File: src/design/tsd_consts.vh
// constants of the touch digitizer pin interface
// assumes inclusion by bare name from the design files
`ifndef TSD_CONSTS_VH
`define TSD_CONSTS_VH

// ----------------------------------------------------------------------------
// converter channel codes
// ----------------------------------------------------------------------------
`define TSD_CH_XPOS          3'h0
`define TSD_CH_YPOS          3'h1
`define TSD_CH_YNEG          3'h2
`define TSD_CH_AUX1          3'h3
`define TSD_CH_AUX2          3'h4
`define TSD_CH_AUX3          3'h5
`define TSD_CH_SUPPLY1       3'h6
`define TSD_CH_SUPPLY2       3'h7

// ----------------------------------------------------------------------------
// serial frame and result word layout
// ----------------------------------------------------------------------------
`define TSD_FRAME_BITS       16
`define TSD_BIT_CNT_LAST     4'hf
`define TSD_WORD_MSB         15
`define TSD_WORD_CHAN_LSB    12
`define TSD_RESULT_BITS      12

// ----------------------------------------------------------------------------
// buffering and timing counts
// ----------------------------------------------------------------------------
`define TSD_FIFO_WIDTH       16
`define TSD_FIFO_DEPTH       16
`define TSD_FIFO_AW          4
`define TSD_ACQ_CYCLES       8'h10

// ----------------------------------------------------------------------------
// reset values
// ----------------------------------------------------------------------------
`define TSD_RST_EVENT_N      1'h1
`define TSD_RST_WORD         16'h0000

`endif

File: src/design/tsd_fifo.v
// result buffer between the conversion engine and the serial shifter
// assumes one clock, depth a power of two with 2**AW == DEPTH
`timescale 1ns/1ps

module tsd_fifo #(
    parameter WIDTH = 16,
    parameter DEPTH = 16,
    parameter AW    = 4
) (
    input  wire             clk_i,
    input  wire             rst_i,
    input  wire             in_valid_i,
    output wire             in_ready_o,
    input  wire [WIDTH-1:0] in_data_i,
    output wire             out_valid_o,
    input  wire             out_ready_i,
    output wire [WIDTH-1:0] out_data_o
);

    // ------------------------------------------------------------------------
    // storage and pointers
    // ------------------------------------------------------------------------
    reg  [WIDTH-1:0] mem [0:DEPTH-1];
    reg  [AW:0]      wr_ptr;
    reg  [AW:0]      rd_ptr;
    wire             full;
    wire             empty;
    wire             do_write;
    wire             do_read;

    assign full        = (wr_ptr[AW] != rd_ptr[AW]) && (wr_ptr[AW-1:0] == rd_ptr[AW-1:0]);
    assign empty       = (wr_ptr == rd_ptr);
    assign in_ready_o  = ~full;
    assign out_valid_o = ~empty;
    assign out_data_o  = mem[rd_ptr[AW-1:0]];
    assign do_write    = in_valid_i & ~full;
    assign do_read     = out_ready_i & ~empty;

    always @(posedge clk_i) begin
        if (do_write) begin
            mem[wr_ptr[AW-1:0]] <= in_data_i;
        end
    end

    always @(posedge clk_i or posedge rst_i) begin
        if (rst_i) begin
            wr_ptr <= {(AW+1){1'b0}};
            rd_ptr <= {(AW+1){1'b0}};
        end else begin
            if (do_write) begin
                wr_ptr <= wr_ptr + 1'b1;
            end
            if (do_read) begin
                rd_ptr <= rd_ptr + 1'b1;
            end
        end
    end

endmodule

File: src/design/tsd_pin_if.v
// pin interface of the touch digitizer: serial port, event outputs,
// converter channel steering and logic pins
// assumes the host masters the serial port and the converter runs on clk_i
// Functional notes
// - channels 0,1,2 are x plus, y plus, y minus
// - aux inputs are channels 3-5, gpio capable
// - supply monitors are channels 6 and 7
// - touch output active low, idles high
// - select low starts conversion, enables shifter
// - serial input captured on shift clock rise
// - acquisition hold suspends converter acquisition
// - alert low on gpio bit or range fault
// - result ready low when results buffered
// - serial output bits launched on falling edge
// - serial output released while select high
// - one dedicated bidirectional logic pin
`timescale 1ns/1ps
`include "tsd_consts.vh"

module tsd_pin_if #(
    parameter [7:0] ACQ_CYCLES = `TSD_ACQ_CYCLES,
    parameter       FIFO_DEPTH = `TSD_FIFO_DEPTH,
    parameter       FIFO_AW    = `TSD_FIFO_AW
) (
    input  wire        clk_i,
    input  wire        rst_i,
    input  wire        shift_clock_i,
    input  wire        cs_n_i,
    input  wire        sdi_i,
    output reg         sdo_o,
    output reg         sdo_oe_o,
    input  wire        acquisition_hold_i,
    input  wire        pen_contact_i,
    output reg         touch_detect_n_o,
    input  wire [2:0]  conv_chan_i,
    output reg  [7:0]  mux_sel_o,
    output reg         acq_active_o,
    output reg         conv_start_o,
    input  wire        conv_done_i,
    input  wire [11:0] conv_data_i,
    input  wire        aux1_oor_i,
    input  wire        temp_oor_i,
    input  wire        supply1_oor_i,
    input  wire        supply2_oor_i,
    output reg         alert_n_o,
    output reg         result_ready_n_o,
    input  wire [2:0]  aux_gpio_en_i,
    input  wire [3:0]  gpio_dir_i,
    input  wire [3:0]  gpio_out_i,
    input  wire [3:0]  gpio_pin_i,
    output reg  [3:0]  gpio_pin_o,
    output reg  [3:0]  gpio_pin_oe_o,
    output reg  [3:0]  gpio_in_o,
    output reg  [15:0] rx_word_o,
    output reg         rx_valid_o
);

    // ------------------------------------------------------------------------
    // states
    // ------------------------------------------------------------------------
    localparam [3:0] ST_IDLE = 4'h1;
    localparam [3:0] ST_ACQ  = 4'h2;
    localparam [3:0] ST_CONV = 4'h4;
    localparam [3:0] ST_PUSH = 4'h8;

    // ------------------------------------------------------------------------
    // declarations
    // ------------------------------------------------------------------------
    reg         sclk_meta;
    reg         sclk_s;
    reg         sclk_prev;
    reg         cs_meta;
    reg         cs_s;
    reg         cs_prev;
    reg         sdi_meta;
    reg         sdi_s;
    reg         hold_meta;
    reg         hold_s;
    reg         pen_meta;
    reg         pen_s;
    reg  [3:0]  gpio_meta;
    reg  [3:0]  gpio_s;

    reg  [3:0]  state;
    reg  [3:0]  next_state;
    reg  [7:0]  acq_cnt;
    reg  [7:0]  next_acq_cnt;
    reg  [2:0]  cur_chan;
    reg  [11:0] conv_word;

    reg  [3:0]  bit_cnt;
    reg  [15:0] rx_shift;
    reg  [15:0] tx_shift;

    wire        sclk_rise;
    wire        sclk_fall;
    wire        cs_fall;
    wire        cs_active;
    wire        fifo_in_valid;
    wire        fifo_in_ready;
    wire [15:0] fifo_in_data;
    wire        fifo_out_valid;
    wire        fifo_pop;
    wire [15:0] fifo_out_data;
    wire [2:0]  sel_chan;
    wire [7:0]  chan_onehot;
    wire [7:0]  chan_block;
    wire [3:0]  gpio_en;
    wire [3:0]  gpio_data;
    wire        range_fault;

    // ------------------------------------------------------------------------
    // input synchronisers
    // ------------------------------------------------------------------------
    always @(posedge clk_i or posedge rst_i) begin
        if (rst_i) begin
            sclk_meta <= 1'h0;
            sclk_s    <= 1'h0;
            sclk_prev <= 1'h0;
            cs_meta   <= 1'h1;
            cs_s      <= 1'h1;
            cs_prev   <= 1'h1;
            sdi_meta  <= 1'h0;
            sdi_s     <= 1'h0;
            hold_meta <= 1'h0;
            hold_s    <= 1'h0;
            pen_meta  <= 1'h0;
            pen_s     <= 1'h0;
            gpio_meta <= 4'h0;
            gpio_s    <= 4'h0;
        end else begin
            sclk_meta <= shift_clock_i;
            sclk_s    <= sclk_meta;
            sclk_prev <= sclk_s;
            cs_meta   <= cs_n_i;
            cs_s      <= cs_meta;
            cs_prev   <= cs_s;
            sdi_meta  <= sdi_i;
            sdi_s     <= sdi_meta;
            hold_meta <= acquisition_hold_i;
            hold_s    <= hold_meta;
            pen_meta  <= pen_contact_i;
            pen_s     <= pen_meta;
            gpio_meta <= gpio_pin_i;
            gpio_s    <= gpio_meta;
        end
    end

    assign sclk_rise = sclk_s & ~sclk_prev;
    assign sclk_fall = ~sclk_s & sclk_prev;
    assign cs_fall   = ~cs_s & cs_prev;
    assign cs_active = ~cs_s;

    // ------------------------------------------------------------------------
    // conversion sequencing
    // ------------------------------------------------------------------------
    always @* begin
        next_state   = state;
        next_acq_cnt = acq_cnt;
        case (state)
            ST_IDLE: begin
                if (cs_fall) begin
                    next_state   = ST_ACQ;
                    next_acq_cnt = 8'h00;
                end
            end
            ST_ACQ: begin
                if (!hold_s) begin
                    if (acq_cnt == ACQ_CYCLES - 8'h01) begin
                        next_state = ST_CONV;
                    end else begin
                        next_acq_cnt = acq_cnt + 8'h01;
                    end
                end
            end
            ST_CONV: begin
                if (conv_done_i) begin
                    next_state = ST_PUSH;
                end
            end
            ST_PUSH: begin
                if (fifo_in_ready) begin
                    next_state = ST_IDLE;
                end
            end
            default: begin
                next_state = ST_IDLE;
            end
        endcase
    end

    always @(posedge clk_i or posedge rst_i) begin
        if (rst_i) begin
            state        <= ST_IDLE;
            acq_cnt      <= 8'h00;
            cur_chan     <= `TSD_CH_XPOS;
            conv_word    <= 12'h000;
            conv_start_o <= 1'h0;
            acq_active_o <= 1'h0;
            mux_sel_o    <= 8'h00;
        end else begin
            state        <= next_state;
            acq_cnt      <= next_acq_cnt;
            conv_start_o <= (state == ST_ACQ) && (next_state == ST_CONV);
            acq_active_o <= (next_state == ST_ACQ) && !hold_s;
            if (state == ST_IDLE && cs_fall) begin
                cur_chan <= conv_chan_i;
            end
            if (state == ST_CONV && conv_done_i) begin
                conv_word <= conv_data_i;
            end
            if (next_state == ST_ACQ || next_state == ST_CONV) begin
                mux_sel_o <= chan_onehot & ~chan_block;
            end else begin
                mux_sel_o <= 8'h00;
            end
        end
    end

    // channel steering: aux channels in logic mode are taken off the mux
    assign sel_chan    = (state == ST_IDLE && cs_fall) ? conv_chan_i : cur_chan;
    assign chan_onehot = 8'h01 << sel_chan;
    assign chan_block  = {5'h00, aux_gpio_en_i} << `TSD_CH_AUX1;

    // ------------------------------------------------------------------------
    // result buffer
    // ------------------------------------------------------------------------
    assign fifo_in_valid = (state == ST_PUSH);
    assign fifo_in_data  = {1'h0, cur_chan, conv_word};
    assign fifo_pop      = cs_fall & fifo_out_valid;

    tsd_fifo #(
        .WIDTH (`TSD_FIFO_WIDTH),
        .DEPTH (FIFO_DEPTH),
        .AW    (FIFO_AW)
    ) u_fifo (
        .clk_i       (clk_i),
        .rst_i       (rst_i),
        .in_valid_i  (fifo_in_valid),
        .in_ready_o  (fifo_in_ready),
        .in_data_i   (fifo_in_data),
        .out_valid_o (fifo_out_valid),
        .out_ready_i (fifo_pop),
        .out_data_o  (fifo_out_data)
    );

    // ------------------------------------------------------------------------
    // serial shifter
    // ------------------------------------------------------------------------
    always @(posedge clk_i or posedge rst_i) begin
        if (rst_i) begin
            bit_cnt    <= 4'h0;
            rx_shift   <= `TSD_RST_WORD;
            tx_shift   <= `TSD_RST_WORD;
            rx_word_o  <= `TSD_RST_WORD;
            rx_valid_o <= 1'h0;
            sdo_o      <= 1'h0;
            sdo_oe_o   <= 1'h0;
        end else begin
            rx_valid_o <= 1'h0;
            sdo_oe_o   <= cs_active;
            if (!cs_active) begin
                bit_cnt  <= 4'h0;
                rx_shift <= `TSD_RST_WORD;
                sdo_o    <= 1'h0;
            end else if (cs_fall) begin
                bit_cnt <= 4'h0;
                if (fifo_out_valid) begin
                    tx_shift <= fifo_out_data;
                    sdo_o    <= fifo_out_data[`TSD_WORD_MSB];
                end else begin
                    tx_shift <= `TSD_RST_WORD;
                    sdo_o    <= 1'h0;
                end
            end else begin
                if (sclk_rise) begin
                    rx_shift <= {rx_shift[14:0], sdi_s};
                    bit_cnt  <= bit_cnt + 4'h1;
                    if (bit_cnt == `TSD_BIT_CNT_LAST) begin
                        rx_word_o  <= {rx_shift[14:0], sdi_s};
                        rx_valid_o <= 1'h1;
                    end
                end
                if (sclk_fall) begin
                    tx_shift <= {tx_shift[14:0], 1'h0};
                    sdo_o    <= tx_shift[14];
                end
            end
        end
    end

    // ------------------------------------------------------------------------
    // logic pins: bits 0 to 2 share the aux inputs, bit 3 is dedicated
    // ------------------------------------------------------------------------
    assign gpio_en = {1'h1, aux_gpio_en_i};

    genvar k;
    generate
        for (k = 0; k < 4; k = k + 1) begin : g_gpio
            assign gpio_data[k] = gpio_en[k] & (gpio_dir_i[k] ? gpio_out_i[k] : gpio_s[k]);
            always @(posedge clk_i or posedge rst_i) begin
                if (rst_i) begin
                    gpio_pin_o[k]    <= 1'h0;
                    gpio_pin_oe_o[k] <= 1'h0;
                    gpio_in_o[k]     <= 1'h0;
                end else begin
                    gpio_pin_o[k]    <= gpio_out_i[k];
                    gpio_pin_oe_o[k] <= gpio_en[k] & gpio_dir_i[k];
                    gpio_in_o[k]     <= gpio_s[k];
                end
            end
        end
    endgenerate

    // ------------------------------------------------------------------------
    // event outputs
    // ------------------------------------------------------------------------
    assign range_fault = aux1_oor_i | temp_oor_i | supply1_oor_i | supply2_oor_i;

    always @(posedge clk_i or posedge rst_i) begin
        if (rst_i) begin
            touch_detect_n_o <= `TSD_RST_EVENT_N;
            alert_n_o        <= `TSD_RST_EVENT_N;
            result_ready_n_o <= `TSD_RST_EVENT_N;
        end else begin
            touch_detect_n_o <= ~pen_s;
            alert_n_o        <= ~((|gpio_data) | range_fault);
            result_ready_n_o <= ~fifo_out_valid;
        end
    end

endmodule

File: config.mk
export PLATFORM = sky130hd
export DESIGN_NAME = tsd_pin_if
export DESIGN_NICKNAME = d
export VERILOG_FILES = /design/src/design/tsd_fifo.v /design/src/design/tsd_pin_if.v
export VERILOG_INCLUDE_DIRS = /design/src /design/src/design
export SDC_FILE = /design/constraint.sdc
export NUM_CORES = 1
export LEC_CHECK = 0
export BUFFER_PORTS_ARGS = -buffer_cell sky130_fd_sc_hd__buf_2
export CAP_MARGIN = 5
export CORE_UTILIZATION = 41
export CTS_CLUSTER_DIAMETER = 80
export DETAILED_ROUTE_END_ITERATION = 8
export PLACE_DENSITY_LB_ADDON = 0.2
export SYNTH_ARGS = -nofsm -noshare
export SYNTH_HDL_FRONTEND = slang
export SYNTH_SLANG_ARGS = --single-unit
export TNS_END_PERCENT = 5
File: constraint.sdc
create_clock -name clk_i -period 4.7 [get_ports clk_i]
set_clock_uncertainty 0.2 [all_clocks]
set_input_delay 0.235 -clock clk_i [delete_from_list [all_inputs] [get_ports clk_i]]
set_output_delay 0.235 -clock clk_i [all_outputs]
set_load 0.01 [all_outputs]
Word-level counts from Yosys, hierarchy flattened --
Memories as Yosys holds them, arrays and structs flattened. Index checks and enable logic that the tools add are counted.
Word-level totals: register bits after elaboration 135, latch bits 0, RAM bits 240, memory bits (read-only) 0, bits of input ports 42, memories kept 1
Memories:
- u_fifo.mem | words 16, bits a word 15, read ports 1, clocked after memory_dff 0, wr ports 1, RTL line tsd_fifo.v:23 | reg [WIDTH-1:0] mem [0:DEPTH-1];
Cells by class: add/subtract/negate cells 4, multiply operators 0, divide/modulo/power cells 0, order comparisons 0, equal/unequal tests 15, shifts and indexed selects 1, multiplexer cells 35, bitwise logic cells 26, reduce and logical (&&, ||, !) cells 17
Operators by type and width (count):
- 15-bit two-way mux | 6
- 4-bit two-way mux | 8
- 8-bit two-way mux | 4
- 4-bit case mux with 4 select lines | 1
- 8-bit case mux with 2 select lines | 1
- 1-bit two-way mux | 14
- 1-bit AND | 12
- 5-bit by 1-bit adder with 5-bit output (second input constant) | 2
- 8-bit by 1-bit adder with 8-bit output (second input constant) | 1
- 8-bit AND | 1
- 4-bit by 2-bit == test with 1-bit output (second input constant) | 2
- 4-bit by 3-bit == test with 1-bit output (second input constant) | 2
- 4-bit == test (second input constant) | 2
- 8-bit by 4-bit == test with 1-bit output (second input constant) | 1
- 2-bit inequality test (second input constant) | 4
- 1-bit inverter | 8
- 6-bit inverter with 8-bit output | 1
- 4-bit AND reduction | 2
- 1-bit by 3-bit left shift with 8-bit output (first input constant) | 1
- 2-bit nonzero test | 3
- 3-bit nonzero test | 2
- 5-bit == test | 1
- 1-bit logical AND | 5
- 4-bit by 1-bit adder with 4-bit output (second input constant) | 1
- other kinds (9) | 13

Longest topological paths before layout --
word-level depth 7, depth in mapped cells 8, depth with buffers taken out 5

Cells and area by module --
A second synthesis with hierarchy kept.
Second synthesis, totals: cell total of the unflattened synthesis 854, area, all modules 15051.9 sq um
By module, submodules not included:
- tsd_fifo | instances 1, cells an instance 475, area each 10304.9 sq um, seq. area each 7937.6 sq um
- tsd_pin_if | instances 1, cells an instance 379, area each 4747.1 sq um, seq. area each 3136.8 sq um

Worst setup path after synthesis --
No wires, ideal clock.
path type reg-to-reg, start point reg u_fifo.rd_ptr[1], end point mem u_fifo.mem[3][0] in the netlist's numbering, enable pin, setup time 0.406 ns, arrival 2.219 ns, data required time 4.094 ns, slack 1.875 ns, stages on the path, launching flop included 6, buffers on the path 1, cells stage by stage dfrtp_1 > buf_2 > xnor2_1 > nand4_1 > o211ai_1 > nor3_1
On the way: word-level cells in the longest chain between the ends 6
RTL lines:
- start, declared | RTL line tsd_fifo.v:25 | reg [AW:0] rd_ptr;
- start signal, assigned | RTL line tsd_fifo.v:48 | rd_ptr <= {(AW+1){1'b0}};
- start signal, assigned | RTL line tsd_fifo.v:54 | rd_ptr <= rd_ptr + 1'b1;
- 4-bit == test | RTL line tsd_fifo.v:31 | assign full = (wr_ptr[AW] != rd_ptr[AW]) && (wr_ptr[AW-1:0] == rd_ptr[AW-1:0]);
- 1-bit logical AND | RTL line tsd_fifo.v:31
- 1-bit inverter
- 1-bit AND | RTL line tsd_fifo.v:36 | assign do_write = in_valid_i & ~full;
- 1-bit two-way mux | RTL line tsd_fifo.v:40 | if (do_write) begin
- 1-bit two-way mux (not written as such) | RTL line tsd_fifo.v:41 | mem[wr_ptr[AW-1:0]] <= in_data_i;
- end, declared | RTL line tsd_fifo.v:23
Every way passes these cells.

Worst setup path after layout --
start point reg u_fifo.rd_ptr[2], end point reg tx_shift[11]
On the way: word-level cells in the longest chain between the ends 3, elaborated cells between the ends (all ways) 4, those cells by class eq/ne (1); mux (2); memory (1)
RTL lines:
- memory read 16 x 15 bit / 5-bit == test (equally long branches)
- 15-bit two-way mux * | RTL line tsd_pin_if.v:268 | if (fifo_out_valid) begin
- 15-bit two-way mux * | RTL line tsd_pin_if.v:266 | end else if (cs_fall) begin
- end signal, assigned | RTL line tsd_pin_if.v:269 | tx_shift <= fifo_out_data;
- end signal, assigned | RTL line tsd_pin_if.v:272 | tx_shift <= `TSD_RST_WORD;
- end signal, assigned | RTL line tsd_pin_if.v:285 | tx_shift <= {tx_shift[14:0], 1'h0};
- end, declared | RTL line tsd_pin_if.v:93 | reg [15:0] tx_shift;
Mark *: on every way between the ends. The rest lies on a longest branch, timed or not. A chain may end at the register's enable or synchronous reset.

==> metrics.txt <==
crit path capture type=register; simple-gate share of the synthesized area=0.05802; Synth area leaders=edfxtp_1, dfrtp_1, mux2i_1; post-synthesis xor/xnor area fraction=0.01075; die height=191.1 um; DRT Pass-1 Iters=5; most frequent cell after synthesis=edfxtp_1; DRT antenna net count=0; main flop type after synthesis=edfxtp_1; sequential share of the synthesized area=0.7224; WS Path Type=register to register; Total Routed Length=about 32000 um; Layout area overhead=17.69%; post-route DRC violation count=0; CTS tree=built; CTS resizes=0; Syn Inst Count=between 800 and 900; final setup vio count=0; Hold Violations, Final=0; number of flops mapped to enable cells by yosys=240; worst-margin pin slew=1.086 ns; Clock Sinks=~380; buffer and inverter count on the worst path=2; critical path arrival=3.20 ns; design area=roughly 17000 um^2; Switch Pwr=around 2.2 mW; Static Leak=6.332 nW; Yosys top cell by area=edfxtp_1; clock-pin slew on the worst setup and hold paths=approximately 0.06 ns; critical path launch point=u_fifo.rd_ptr[2]$_DFFE_PP0P_; vias per cell=5.297; Sw Ratio=0.2684; VDD IR max=between 0.0003 and 0.0004 V; fmax=about 340 MHz; Hold Crit Start=hold_meta$_DFF_PP0_; RSZ-0062 raised after global routing=no; slowest CP cell=buf_4; synth cell count leaders=edfxtp_1, dfrtp_1, mux2i_1; maxcap violations=0; Crit path max-delay family=buffers and inverters; Ys Warns=0; final hold slack=between 0.1 and 0.15 ns; CP required=4.92 ns; Core Area=roughly 35000 um^2; grt total ovfl=0; Pwr per Cell Area=slightly below 500 nW/um^2; worst path cell trace=buf_4, buf_4, mux2i_1, o22ai_1, nor3_1, o31ai_1; WL/cell=21.64 um; Reg power frac=0.456; Hold Crit Class=register to register; fin crit period=around 3.0 ns; status=completed; via count of the first global-routing pass=8127; Netlist Area Pre-Place=14670 um^2; setup_tns=0 ns; H-tree Lvls=2; total global-route track usage=0.1812; Hold-fix buffers, CTS=40; PnR Total Power=between 8 and 9 mW; first-pass GRT wire length=49470 um; combinational power share=0.171; Clock Root Buffer=clkbuf_16; slowest cell delay on critical path=about 0.67 ns; Post-CTS Setup Inserts=0; synthesized netlist net count=908; total CTS buffers=40; period utilization=0.6342; Critical R2R Launch=u_fifo.rd_ptr[2]$_DFFE_PP0P_; Max FO, Critical Path=between 50 and 60; hpwl dp=~20000 um; Vias=between 7000 and 8000; Final nets=~1000; Cell variety after synth=between 50 and 60; Diodes inserted=0; Initial Util=0.4204; area share of fa/ha/maj cells after synthesis=0.005972; share of the synthesized area in the top cell type=0.4914; clock power share=0.373; io pins=86; initial antenna violation count=0; Slew Viols, Final=0; mux cell area share after synthesis=0.1331; largest family of logic cells by synthesized area=multiplexers; Slew Limit Headroom=0.2763; Synth async-reset ratio=0.3600; # rows=slightly below 70; Yosys reg bits=between 300 and 400; crit path launch type=register; Crit path top cell by count=buf_4; Die X=191.1 um; largest net degree at the start of global routing=around 100; Placed Area=about 16000 um^2; Final GP Congestion=a little over 0.8; first-iteration detailed-routing DRC count=a little under 500; # fillers=roughly 3000; Mean Syn Cell Area=about 17 um^2; P_int=roughly 6.1 mW; Compound-Gate Fraction of Synth Area=0.05273; die area=36530 um^2; Port Buffers=85; Clk Latency, worst-skew pair=about 0.53 ns; Final Util=0.4948; Clock Path Buffers=3; layout cell share with drive strength beyond 1=0.2322
## flip-flops by register name, indices dropped and copies added, names as in the netlist, 3 cells and up
signal / cells
acq_cnt: 8
gpio_meta: 4
u_fifo.rd_ptr: 5
mux_sel_o: 8
u_fifo.wr_ptr: 5
rx_word_o: 16
state: 4
tx_shift: 15
gpio_pin_o: 4
conv_word: 12
gpio_in_o: 4
u_fifo.mem: 240
gpio_s: 4
cur_chan: 3
gpio_pin_oe_o: 4
rx_shift: 15
bit_cnt: 4
## per-layer routing
metal	GRT usage	routed length, um	vias to the layer above
li1	-	-	3620
met5	0	0	-
met1	0.2585	14930	4019
met4	0.04915	624	0
met2	0.2908	15480	161
met3	0.02534	992	40
## power groups by stage
stage	Clock, mW	Sequential [mW]	Combinational, mW
6_report	3.10	3.78	1.42
5_1_grt	3.30	3.80	1.52
4_1_cts	3.17	3.78	1.43
3_5_place_dp	0	3.85	1.40
3_3_place_gp	0	3.85	1.39
2_1_floorplan	0	3.79	1.04
## cell type report
cell class / instances / area (um^2) / share of cell area
well taps: 455 / 569.3 / 0.03299
inverters: 12 / 50.05 / 0.002900
repair buffers: 135 / 900.9 / 0.05220
flip-flops and latches: 375 / 10600 / 0.6141
clock inverters: 10 / 88.84 / 0.005147
multi-input cells: 429 / 3826 / 0.2217
clock buffers: 64 / 1225 / 0.07097
## cell usage in the layout, fill, tap and decap left out, types with 4 or more instances in the layout
cell,synthesis,final
o22ai_1,29,29
dfrtp_1,128,126
and3_1,17,17
or2_2,5,5
ha_1,7,7
and2_1,20,20
nand2_1,22,22
clkbuf_8,0,7
buf_4,3,10
inv_1,12,11
a21o_1,4,4
clkinv_2,0,4
nor2_1,13,13
mux4_2,31,31
o31ai_1,17,17
nor2b_1,15,15
nor3_1,17,16
nor4_1,7,7
mux2_2,34,34
edfxtp_1,240,240
nand2b_1,6,6
a22o_1,15,15
nor4b_1,5,5
a21oi_1,5,5
o211ai_1,5,5
clkbuf_16,0,43
xnor2_1,15,15
nand3_1,4,4
dfstp_2,7,7
a22oi_1,12,12
mux2i_1,87,87
buf_2,20,85
dlygate4sd3_1,0,40
clkbuf_1,15,14
## path summary, 6_finish.rpt
path	slack, ns	endpoint	depth (start not counted)
min	0.15	hold_s$_DFF_PP0_	0
min reg2reg	0.15	hold_s$_DFF_PP0_	0
max in group asynchronous	2.97	acq_cnt[7]$_DFFE_PP0P_	4
max reg2reg	1.72	tx_shift[11]$_DFFE_PP0P_	6
min in group asynchronous	0.28	pen_s$_DFF_PP0_	3
max	1.72	tx_shift[11]$_DFFE_PP0P_	6
## cells by family (layout without fill, tap and decap cells)
logic type               after synthesis  in the layout
AO/OA/AOI/OAI                        106            106
buffers and inverters                 55            221
AND/OR/NAND/NOR                      146            146
multiplexers                         152            152
adder cells (fa/ha/maj)                7              7
XOR/XNOR                              18             18
flip-flops                           375            375
## metrics by stage
stage               cells  worst slack, ns
finish               1480            1.719
global route         1480            1.547
CTS                  1480            1.697
detailed placement   1366            1.688
global placement     1366            1.708
floorplan             859           0.6655
## worst reg2reg max path: stages (launching register included)
cell	delay [ns]
dfrtp_4	0.41
buf_4	0.67
buf_4	0.67
mux2i_1	0.18
o22ai_1	0.37
nor3_1	0.10
o31ai_1	0.29
(Power assumes the default switching activity.)
